==> config.mk <==
export PLATFORM = sky130hd
export DESIGN_NAME = icm_counter
export DESIGN_NICKNAME = d
export VERILOG_FILES = /design/src/common/icm_pkg.sv /design/src/rtl/icm_pin_sync.sv /design/src/rtl/icm_counter.sv
export SDC_FILE = /design/constraint.sdc
export NUM_CORES = 1
export LEC_CHECK = 0
export BUFFER_PORTS_ARGS = -buffer_cell sky130_fd_sc_hd__buf_2
export CAP_MARGIN = 10
export CORE_MARGIN = 3
export CORE_UTILIZATION = 55
export DETAILED_ROUTE_END_ITERATION = 16
export PLACE_DENSITY = 0.76
export REMOVE_ABC_BUFFERS = 1
export SKIP_LAST_GASP = 1
export SYNTH_ARGS = -nofsm -noshare
export SYNTH_HDL_FRONTEND = slang
export SYNTH_SLANG_ARGS = --single-unit
==> constraint.sdc <==
create_clock -name clk -period 2.3 [get_ports clk]
set_input_delay 0.23 -clock clk [delete_from_list [all_inputs] [get_ports clk]]
set_output_delay 0.23 -clock clk [all_outputs]
set_load 0.05 [all_outputs]
==> src/common/icm_pkg.sv <==
/*
  Shared definitions for the interval counter channel: counting modes,
  count byte formats, widths, reset values and pin synchroniser depth.
  Assumes a single 200 MHz system clock drives every user of the package.
*/
package icm_pkg;

  // ------------------------------------------------------------
  // Counting modes and count byte formats
  // ------------------------------------------------------------
  typedef enum logic [2:0]
  {
    ICM_TERMINAL,
    ICM_ONE_SHOT,
    ICM_RATE,
    ICM_SQUARE,
    ICM_SW_STROBE,
    ICM_HW_STROBE
  } icm_mode_e;

  typedef enum logic [1:0]
  {
    ICM_RW_NONE,
    ICM_RW_LSB,
    ICM_RW_MSB,
    ICM_RW_BOTH
  } icm_rw_e;

  // ------------------------------------------------------------
  // Widths, field positions and reset values
  // ------------------------------------------------------------
  localparam int          ICM_CNT_W     = 16;
  localparam int          ICM_BYTE_W    = 8;
  localparam int          ICM_LSB_POS   = 0;
  localparam int          ICM_MSB_POS   = 8;
  localparam int          ICM_SYNC_LEN  = 2;
  localparam logic [15:0] ICM_CE_RST    = 16'h0000;
  localparam logic [15:0] ICM_CR_RST    = 16'h0000;
  localparam logic [15:0] ICM_STEP_ONE  = 16'h0001;
  localparam logic [15:0] ICM_STEP_TWO  = 16'h0002;
  localparam logic [15:0] ICM_EVEN_MASK = 16'hfffe;
  localparam logic        ICM_OUT_RST   = 1'b1;

endpackage

==> src/rtl/icm_pin_sync.sv <==
/*
  Two-stage synchroniser bank for asynchronous pins of the counter.
  Assumes the pins are quasi-static with respect to the 200 MHz clock;
  only the last stage may be read by downstream logic.
*/
module icm_pin_sync
#(
  parameter int WIDTH  = 2,
  parameter int STAGES = icm_pkg::ICM_SYNC_LEN
)
(
  input  wire logic             clk,   // System clock
  input  wire logic             rst,   // Synchronous reset, high
  input  wire logic [WIDTH-1:0] pin,   // Asynchronous pins
  output logic      [WIDTH-1:0] sync   // Synchronised levels
);

  typedef struct packed
  {
    logic [STAGES-1:0][WIDTH-1:0] stage;
  } icm_sync_s;

  icm_sync_s r;
  icm_sync_s next_r;

  // ------------------------------------------------------------
  // Shift chain
  // ------------------------------------------------------------
  always_comb
  begin
    next_r = r;
    next_r.stage[0] = pin;
    for (int i = 1; i < STAGES; i++)
    begin
      next_r.stage[i] = r.stage[i-1];
    end
  end

  always_ff @(posedge clk)
  begin
    if (rst)
      r <= '0;
    else
      r <= next_r;
  end

  assign sync = r.stage[STAGES-1];

endmodule

==> src/rtl/icm_counter.sv <==
/*
  One 16-bit down-counter channel of an interval timer with six modes.
  Holds the mode, the count holding register, the counting element, the
  gate trigger flag and the output level in one registered state struct.
  Assumes the host writes mode and count bytes as one-cycle strobes on
  clk, and that count_clk_pin and gate_pin are asynchronous pins much
  slower than clk (both pass a two-flop synchroniser first).
*/
// Summary of operation
// - Terminal mode: count loads on first pulse, output rises N later
// - Terminal mode: first byte halts count, output low; second byte loads
// - Terminal mode: count loads with gate low; output rises N after gate
// - One-shot: output high, low after trigger pulse, high at zero
// - One-shot: write only arms; each trigger gives N-cycle low pulse
// - One-shot: retrigger restarts N pulses; gate level leaves output alone
// - One-shot: new count waits for retrigger, then runs to expiry
// - Rate mode: output low one pulse at count 1, period N
// - Rate mode: gate level enables; gate falling forces output high
// - Rate mode: trigger or first write reloads; output low N pulses later
// - Rate mode: new count loads at period end or next triggered pulse
// - Square mode: output high first half, low second, period N
// - Square mode: gate gates counting; falling gate sets output high
// - Square mode: new count at half-cycle end or after a trigger
// - Square mode even: load count, subtract two, toggle and reload
// - Square mode odd: load count-1, high (N+1)/2, low (N-1)/2
// - Software strobe: one-pulse low strobe N+1 pulses after write
// - Software strobe: gate level enables counting, output unaffected
// - Software strobe: first byte leaves counting alone; second byte reloads, retriggers
// - Hardware strobe: load after gate rise, strobe N+1 later, retriggerable
// - Hardware strobe: new count only taken on a later trigger
// - One-shot: gate rise reloads the count; gate level ignored
// - Counting element loads and decrements on count clock falling edge
// - Gate sampled on count clock rise; trigger flag cleared after sampling
module icm_counter
#(
  parameter int CNT_W = icm_pkg::ICM_CNT_W
)
(
  input  wire logic             clk,           // System clock, 200 MHz
  input  wire logic             rst,           // Synchronous reset, high
  input  wire logic             mode_wr,       // Mode write strobe
  input  wire logic [2:0]       mode_sel,      // Counting mode 0..5
  input  wire logic [1:0]       rw_fmt,        // Count byte format
  input  wire logic             cnt_wr,        // Count byte write strobe
  input  wire logic [7:0]       cnt_byte,      // Count byte from host
  input  wire logic             count_clk_pin, // External count clock
  input  wire logic             gate_pin,      // External gate
  output logic                  cnt_out,       // Counter output level
  output logic                  null_count,    // Written count not loaded
  output logic      [CNT_W-1:0] count_now      // Counting element value
);

  typedef struct packed
  {
    icm_pkg::icm_mode_e mode;
    icm_pkg::icm_rw_e   fmt;
    logic [CNT_W-1:0]   count_holding_reg;
    logic [CNT_W-1:0]   ce;
    logic               out;
    logic               lsb_done;
    logic               have_count;
    logic               load_pend;
    logic               hold;
    logic               newcnt;
    logic               trig_flag;
    logic               trig_seen;
    logic               gate_lvl;
    logic               gate_d;
    logic               ck_d;
    logic               odd_wait;
    logic               strobed;
  } icm_state_s;

  icm_state_s r;
  icm_state_s next_r;

  logic [1:0] pins_sync;
  logic       ck_s;
  logic       gate_s;

  // ------------------------------------------------------------
  // Pin synchronisers
  // ------------------------------------------------------------
  icm_pin_sync
  #(
    .WIDTH  (2),
    .STAGES (icm_pkg::ICM_SYNC_LEN)
  )
  u_sync
  (
    .clk  (clk),
    .rst  (rst),
    .pin  ({gate_pin, count_clk_pin}),
    .sync (pins_sync)
  );

  assign ck_s   = pins_sync[0];
  assign gate_s = pins_sync[1];

  // ------------------------------------------------------------
  // Helpers
  // ------------------------------------------------------------
  // Values 6 and 7 alias the two periodic modes
  function automatic icm_pkg::icm_mode_e decode_mode(input logic [2:0] v);
    icm_pkg::icm_mode_e m;
    m = icm_pkg::icm_mode_e'({1'b0, v[1:0]});
    if (v == 3'h4)
      m = icm_pkg::ICM_SW_STROBE;
    else if (v == 3'h5)
      m = icm_pkg::ICM_HW_STROBE;
    else if (v[1])
      m = icm_pkg::icm_mode_e'({1'b0, v[1:0]});
    return m;
  endfunction

  function automatic logic is_periodic(input icm_pkg::icm_mode_e m);
    return (m == icm_pkg::ICM_RATE) || (m == icm_pkg::ICM_SQUARE);
  endfunction

  // Square mode loads the even part of the count
  function automatic logic [CNT_W-1:0] sq_load(input logic [CNT_W-1:0] c);
    return c & icm_pkg::ICM_EVEN_MASK;
  endfunction

  // ------------------------------------------------------------
  // Next state
  // ------------------------------------------------------------
  always_comb
  begin
    logic ck_rise;
    logic ck_fall;
    logic gate_rise;
    logic gate_fall;
    logic commit;
    logic trig;
    ck_rise   = ck_s & ~r.ck_d;
    ck_fall   = ~ck_s & r.ck_d;
    gate_rise = gate_s & ~r.gate_d;
    gate_fall = ~gate_s & r.gate_d;
    commit    = 1'b0;
    trig      = r.trig_seen & r.have_count;
    next_r    = r;
    next_r.ck_d   = ck_s;
    next_r.gate_d = gate_s;

    if (ck_rise)
    begin
      next_r.gate_lvl  = gate_s;
      next_r.trig_seen = r.trig_flag;
      next_r.trig_flag = 1'b0;
    end
    // A trigger in the sampling cycle is kept
    if (gate_rise)
      next_r.trig_flag = 1'b1;

    // counting element moves on falling edges only
    if (ck_fall)
    begin
      next_r.trig_seen = 1'b0;
      case (r.mode)
        icm_pkg::ICM_TERMINAL:
        begin
          if (r.load_pend)
          begin
            next_r.ce        = r.count_holding_reg;
            next_r.load_pend = 1'b0;
            next_r.newcnt    = 1'b0;
          end
          else if (r.gate_lvl && !r.hold && r.have_count)
          begin
            next_r.ce = r.ce - icm_pkg::ICM_STEP_ONE;
            if (r.ce == icm_pkg::ICM_STEP_ONE)
              next_r.out = 1'b1;
          end
        end
        icm_pkg::ICM_ONE_SHOT:
        begin
          if (trig)
          begin
            // each trigger reloads the latest count
            next_r.ce     = r.count_holding_reg;
            next_r.out    = 1'b0;
            next_r.newcnt = 1'b0;
          end
          else
          begin
            next_r.ce = r.ce - icm_pkg::ICM_STEP_ONE;
            if (r.ce == icm_pkg::ICM_STEP_ONE)
              next_r.out = 1'b1;
          end
        end
        icm_pkg::ICM_RATE:
        begin
          // trigger or first write forces a reload
          if (r.load_pend || trig)
          begin
            next_r.ce        = r.count_holding_reg;
            next_r.out       = 1'b1;
            next_r.load_pend = 1'b0;
            next_r.newcnt    = 1'b0;
          end
          else if (r.gate_lvl && r.have_count)
          begin
            // one low pulse at count one, then reload
            if (r.ce == icm_pkg::ICM_STEP_ONE)
            begin
              next_r.ce     = r.count_holding_reg;
              next_r.out    = 1'b1;
              next_r.newcnt = 1'b0;
            end
            else
            begin
              next_r.ce = r.ce - icm_pkg::ICM_STEP_ONE;
              if (r.ce == icm_pkg::ICM_STEP_TWO)
                next_r.out = 1'b0;
            end
          end
        end
        icm_pkg::ICM_SQUARE:
        begin
          // trigger reloads on the next pulse
          if (r.load_pend || trig)
          begin
            next_r.ce        = sq_load(r.count_holding_reg);
            next_r.out       = 1'b1;
            next_r.odd_wait  = 1'b0;
            next_r.load_pend = 1'b0;
            next_r.newcnt    = 1'b0;
          end
          else if (r.gate_lvl && r.have_count)
          begin
            // extra pulse before the falling edge
            if (r.odd_wait)
            begin
              next_r.out      = 1'b0;
              next_r.odd_wait = 1'b0;
              next_r.ce       = sq_load(r.count_holding_reg);
              next_r.newcnt   = 1'b0;
            end
            else if (r.ce == icm_pkg::ICM_STEP_TWO)
            begin
              if (r.out && r.count_holding_reg[0])
              begin
                next_r.odd_wait = 1'b1;
                next_r.ce       = '0;
              end
              else
              begin
                // half-cycle end takes the latest count
                next_r.out    = ~r.out;
                next_r.ce     = sq_load(r.count_holding_reg);
                next_r.newcnt = 1'b0;
              end
            end
            else
              next_r.ce = r.ce - icm_pkg::ICM_STEP_TWO;
          end
        end
        icm_pkg::ICM_SW_STROBE:
        begin
          // Strobe lasts exactly one pulse
          next_r.out = 1'b1;
          if (r.load_pend)
          begin
            next_r.ce        = r.count_holding_reg;
            next_r.load_pend = 1'b0;
            next_r.newcnt    = 1'b0;
            next_r.strobed   = 1'b0;
          end
          else if (r.gate_lvl && r.have_count)
          begin
            next_r.ce = r.ce - icm_pkg::ICM_STEP_ONE;
            if (r.ce == icm_pkg::ICM_STEP_ONE && !r.strobed)
            begin
              next_r.out     = 1'b0;
              next_r.strobed = 1'b1;
            end
          end
        end
        icm_pkg::ICM_HW_STROBE:
        begin
          next_r.out = 1'b1;
          // only a trigger loads the count
          if (trig)
          begin
            next_r.ce        = r.count_holding_reg;
            next_r.newcnt    = 1'b0;
            next_r.strobed   = 1'b0;
            next_r.load_pend = 1'b1;
          end
          else
          begin
            next_r.ce = r.ce - icm_pkg::ICM_STEP_ONE;
            if (r.ce == icm_pkg::ICM_STEP_ONE && !r.strobed && r.load_pend)
            begin
              next_r.out     = 1'b0;
              next_r.strobed = 1'b1;
            end
          end
        end
        default:
        begin
          next_r.out = 1'b1;
        end
      endcase
    end

    // falling gate releases the output without a count clock
    if (gate_fall && is_periodic(r.mode) && !r.out)
    begin
      next_r.out      = 1'b1;
      next_r.odd_wait = 1'b0;
    end

    // ------------------------------------------------------------
    // Host count writes
    // ------------------------------------------------------------
    if (cnt_wr && r.fmt != icm_pkg::ICM_RW_NONE)
    begin
      case (r.fmt)
        icm_pkg::ICM_RW_LSB:
        begin
          next_r.count_holding_reg = {{(CNT_W-8){1'b0}}, cnt_byte};
          commit = 1'b1;
        end
        icm_pkg::ICM_RW_MSB:
        begin
          next_r.count_holding_reg = {cnt_byte, {(CNT_W-8){1'b0}}};
          commit = 1'b1;
        end
        default:
        begin
          if (!r.lsb_done)
          begin
            next_r.count_holding_reg[icm_pkg::ICM_LSB_POS +: 8] = cnt_byte;
            next_r.lsb_done = 1'b1;
            // first byte halts terminal counting at once
            if (r.mode == icm_pkg::ICM_TERMINAL)
            begin
              next_r.hold = 1'b1;
              next_r.out  = 1'b0;
            end
          end
          else
          begin
            next_r.count_holding_reg[icm_pkg::ICM_MSB_POS +: 8] = cnt_byte;
            next_r.lsb_done = 1'b0;
            commit = 1'b1;
          end
        end
      endcase
    end

    if (commit)
    begin
      next_r.have_count = 1'b1;
      next_r.newcnt     = 1'b1;
      case (r.mode)
        icm_pkg::ICM_TERMINAL:
        begin
          next_r.hold      = 1'b0;
          next_r.out       = 1'b0;
          next_r.load_pend = 1'b1;
        end
        icm_pkg::ICM_SW_STROBE:
        begin
          next_r.load_pend = 1'b1;
        end
        icm_pkg::ICM_RATE, icm_pkg::ICM_SQUARE:
        begin
          // later counts wait for period end (rate) or half-cycle end (square)
          if (!r.have_count)
            next_r.load_pend = 1'b1;
        end
        default:
        begin
          // one-shot and hardware strobe are only armed
          next_r.load_pend = r.load_pend;
        end
      endcase
    end

    // ------------------------------------------------------------
    // Mode write resets control logic
    // ------------------------------------------------------------
    if (mode_wr)
    begin
      next_r.mode       = decode_mode(mode_sel);
      next_r.fmt        = icm_pkg::icm_rw_e'(rw_fmt);
      next_r.out        = (decode_mode(mode_sel) != icm_pkg::ICM_TERMINAL);
      next_r.lsb_done   = 1'b0;
      next_r.have_count = 1'b0;
      next_r.load_pend  = 1'b0;
      next_r.hold       = 1'b0;
      next_r.newcnt     = 1'b0;
      next_r.trig_flag  = 1'b0;
      next_r.trig_seen  = 1'b0;
      next_r.odd_wait   = 1'b0;
      next_r.strobed    = 1'b0;
    end
  end

  // ------------------------------------------------------------
  // State register
  // ------------------------------------------------------------
  always_ff @(posedge clk)
  begin
    if (rst)
    begin
      r                   <= '0;
      r.mode              <= icm_pkg::ICM_TERMINAL;
      r.fmt               <= icm_pkg::ICM_RW_NONE;
      r.count_holding_reg <= icm_pkg::ICM_CR_RST;
      r.ce                <= icm_pkg::ICM_CE_RST;
      r.out               <= icm_pkg::ICM_OUT_RST;
    end
    else
      r <= next_r;
  end

  assign cnt_out    = r.out;
  assign null_count = r.newcnt;
  assign count_now  = r.ce;

endmodule

==> results.md <==
* Crit path buffers/inverters at 3
* WL/cell at 19.19 um
* First-pass GRT wire length at 23270 um
* Worst Slack Setup Final at -10.04 ps
* Fin Hold WS at 135.9 ps
* WP data arrival at 2540 ps
* Clock Skews at 16.92 ps
* Htree depth at 2
* Post-synthesis adder-cell area fraction at 2.832%
* CP Data Required Time at 2530 ps
* Most common cell after layout, fill and taps aside: buf_4
* Final cell count without fillers at 766
* CP Launch Type: flop
* Cell mode on critical path: buf_4
* YS warnings at 0
* Register area at 0.001087 mm^2
* Port bufs at 36
* Hold Vio Cnt, Final at 0
* GRT Util Overall at roughly 32%
* Area leader, netlist: dfxtp_1
* Initial antenna violation count at 0
* DP HPWL at 10970 um
* Drt first pass iters at 5
* Max Cap Viol at 0
* Die Y at 95.63 um
* Hold endpoint: u_sync.next_r[2]
* Synth Area in Compound Gates at 27.36%
* Starting density of the core at 56.88%
* Asr flop ratio synth at 0%
* CTS root buffer: clkbuf_8
* Synth Area in Simple Gates at between 30% and 40%
* Met2 Wirelength at 6589 um
* Synthesis-to-finish area growth at 18.89%
* Crit-path slowest cell: dfxtp_1
* Vias in the first global route at 4666
* Failing checks: negative setup slack
* Max frequency at 0.4329 GHz
* Hold path depth at 2
* Nets at 692
* Most frequent cells in the layout: buf_4 (77), nand2_1 (68), nor2_1 (51)
* Multi-input logic area at 0.003082 mm^2
* Worst hold-check path type: in -> reg
* Final period util at 100.4%
* CTS Hold Buffers Added at 0
* Critical path type: reg -> reg
* Seq/Total Area, Yosys at 24.47%
* Post-DR vias/cell at 6.501
* EDFF count, synth at 0
* Netlist cell types at 75
* Mapped cell area at 0.004418 mm^2
* Cells after Synth at between 600 and 700
* Max-slew headroom at 62.62%
* Largest family of logic cells by synthesized area: simple AND/OR/NAND/NOR gates
* Slew @ Worst Pin at 560.7 ps
* Share of cells above drive strength 1 at 25.75%
* Post-synthesis xor/xnor area fraction at 4.361%
* Largest net degree at the start of global routing at 23
* Startpoint of the worst hold path: count_clk_pin
* RD Place Congestion at ~1.1
* Leak pwr at 2.152 nW
* Clock Path Buffers at 2
* Initial drt markers at 553
* Reg clk slew, reported paths at 120 ps
* Mux cell area share after synthesis at 1.586%
* GR Overflow Total at 0
* R2R setup slack at -10 ps
* Detail Route Antenna Nets at 0
* Die W at about 96 um
* Num CTS Buffers at 5
* Routed WL at 14700 um
* Ports at 37
* Final min period at between 2000 and 2500 ps
* Final setup fails at 1
* Reg-to-Reg End: count_now[8]
* Fillers at between 600 and 700
* Die area at 0.009144 mm^2
* RSZ-0062 raised after global routing: true
* R2R depth at 10
* Rows at 32
* CP Capture Type: flop
* Top cell type's share of synthesized area at around a quarter
* CORE AREA at 0.007767 mm^2
* Clk sinks at 54
* Via count at between 4000 and 5000
* Seq cells post-synth at 54
* Final slew viol count at 0
* TritonCTS clock tree: done
* CP peak stage delay at 360 ps
* Syn avg cell area at 7.351 um^2
* Cells after DPL at 756
* Utilization after layout at 67.62%
* DR top layer: met4
* CP delay by family, top: simple AND/OR/NAND/NOR gates
* Max VDD drop at ~0.36 mV
* WL met3 at approximately 1500 um
* Power per cell area at 421.8 mW/mm^2
* DRT met1 WL at 6121 um
* CP Max Fanout at 4
* Worst-Skew Late Latency at approximately 320 ps
* Critical Path, Cell by Cell: inv_1, ha_1, nor3b_2, buf_4, and4_2, nand2_1, a21oi_2, buf_4, a211oi_1, o41ai_2
* Most used DFF post-synth: dfxtp_1
* Ant. Diodes at 0
* Ranking of synthesized cells by area: dfxtp_1 (24%), nand2_1 (5.8%), a21oi_1 (5.7%)
* Status: finished, violations left
* DRC viols at 0
* Reg2reg start: count_now[1]
[synthesized netlist by cell type (all sizes together), types with 8 or more instances]
cell	count
a211oi	9
a21oi	52
a221o	8
buf	41
clkbuf	19
dfxtp	54
ha	10
inv	12
nand2	68
nand2b	10
nand3	38
nand4	12
nor2	53
nor2b	14
nor3	16
nor4	11
o21ai	37
xnor2	12
xor2	10
[power by group]
group          leakage (nW)  switching (W)  internal (W)  total, W
logic                  1.65       0.000301      0.000205  0.000506
clock network        0.0618       0.000355      0.000359  0.000715
registers             0.440      0.0000352      0.000960  0.000995
[layer usage]
layer,vias up,global-route usage (%)
li1,2322,-
met2,307,51.48
met4,0,12.32
met5,-,0
met3,59,5.130
met1,2292,43.52
[registers in the layout (all words and copies together) (netlist names)]
register	cells
null_count	1
cnt_out	1
u_sync.sync	2
u_sync.next_r	2
r	32
count_now	16
[worst reg2reg max path, cell delays in order, from the launching register on]
cell	delay [ps]
dfxtp_1	360
inv_1	140
ha_1	170
nor3b_2	190
buf_4	160
and4_2	300
nand2_1	130
a21oi_2	240
buf_4	160
a211oi_1	80
o41ai_2	300
[final cells by class]
cell class	count	area share, %
clock buffers	6	1.572
multi-input cells	475	58.67
repair buffers	115	15.03
inverters	12	0.8576
well taps	102	2.430
flip-flops and latches	54	20.70
clock inverters	2	0.7384
[how the worst max path moves through the flow]
stage          cells past startpoint  slack, ps    startpoint             to
3_5_place_dp                       8       -150  count_now[1]   count_now[4]
3_3_place_gp                       8       -160  count_now[1]   count_now[4]
6_report                          10        -10  count_now[1]   count_now[8]
5_1_grt                           10       -110  count_now[1]   count_now[8]
2_1_floorplan                      6       -540         r[47]  count_now[12]
4_1_cts                            6         -9  count_now[8]   count_now[4]
[cells by family (layout without fill, tap and decap cells)]
group / after synthesis / after routing
xor gates and xnor gates: 22 / 22
adders and majority gates: 10 / 10
AOI/OAI and AO/OA: 178 / 178
muxes: 7 / 7
and+or+nand+nor: 258 / 258
DFF: 54 / 54
buffers and inverters: 72 / 135
[through the flow]
stage / power, W / setup TNS, ps / setup slack [ps] / instance area, um^2
floorplan: 0.001300 / -4920 / -538.3 / 4085
global placement: 0.001474 / -155.7 / -155.7 / 4984
detailed placement: 0.001484 / -269.8 / -148.3 / 4984
CTS: 0.002192 / -11.27 / -8.535 / 5147
global route: 0.002303 / -419.5 / -113.0 / 5253
finish: 0.002216 / -10.04 / -10.04 / 5253
[repair_timing]
action,4_1_cts,5_1_grt
gates resized for setup,10,30
setup buffers,0,2
pin swaps,2,6
setup endpoints to repair,9,15
Note: power is estimated with default switching activity, not from simulation.
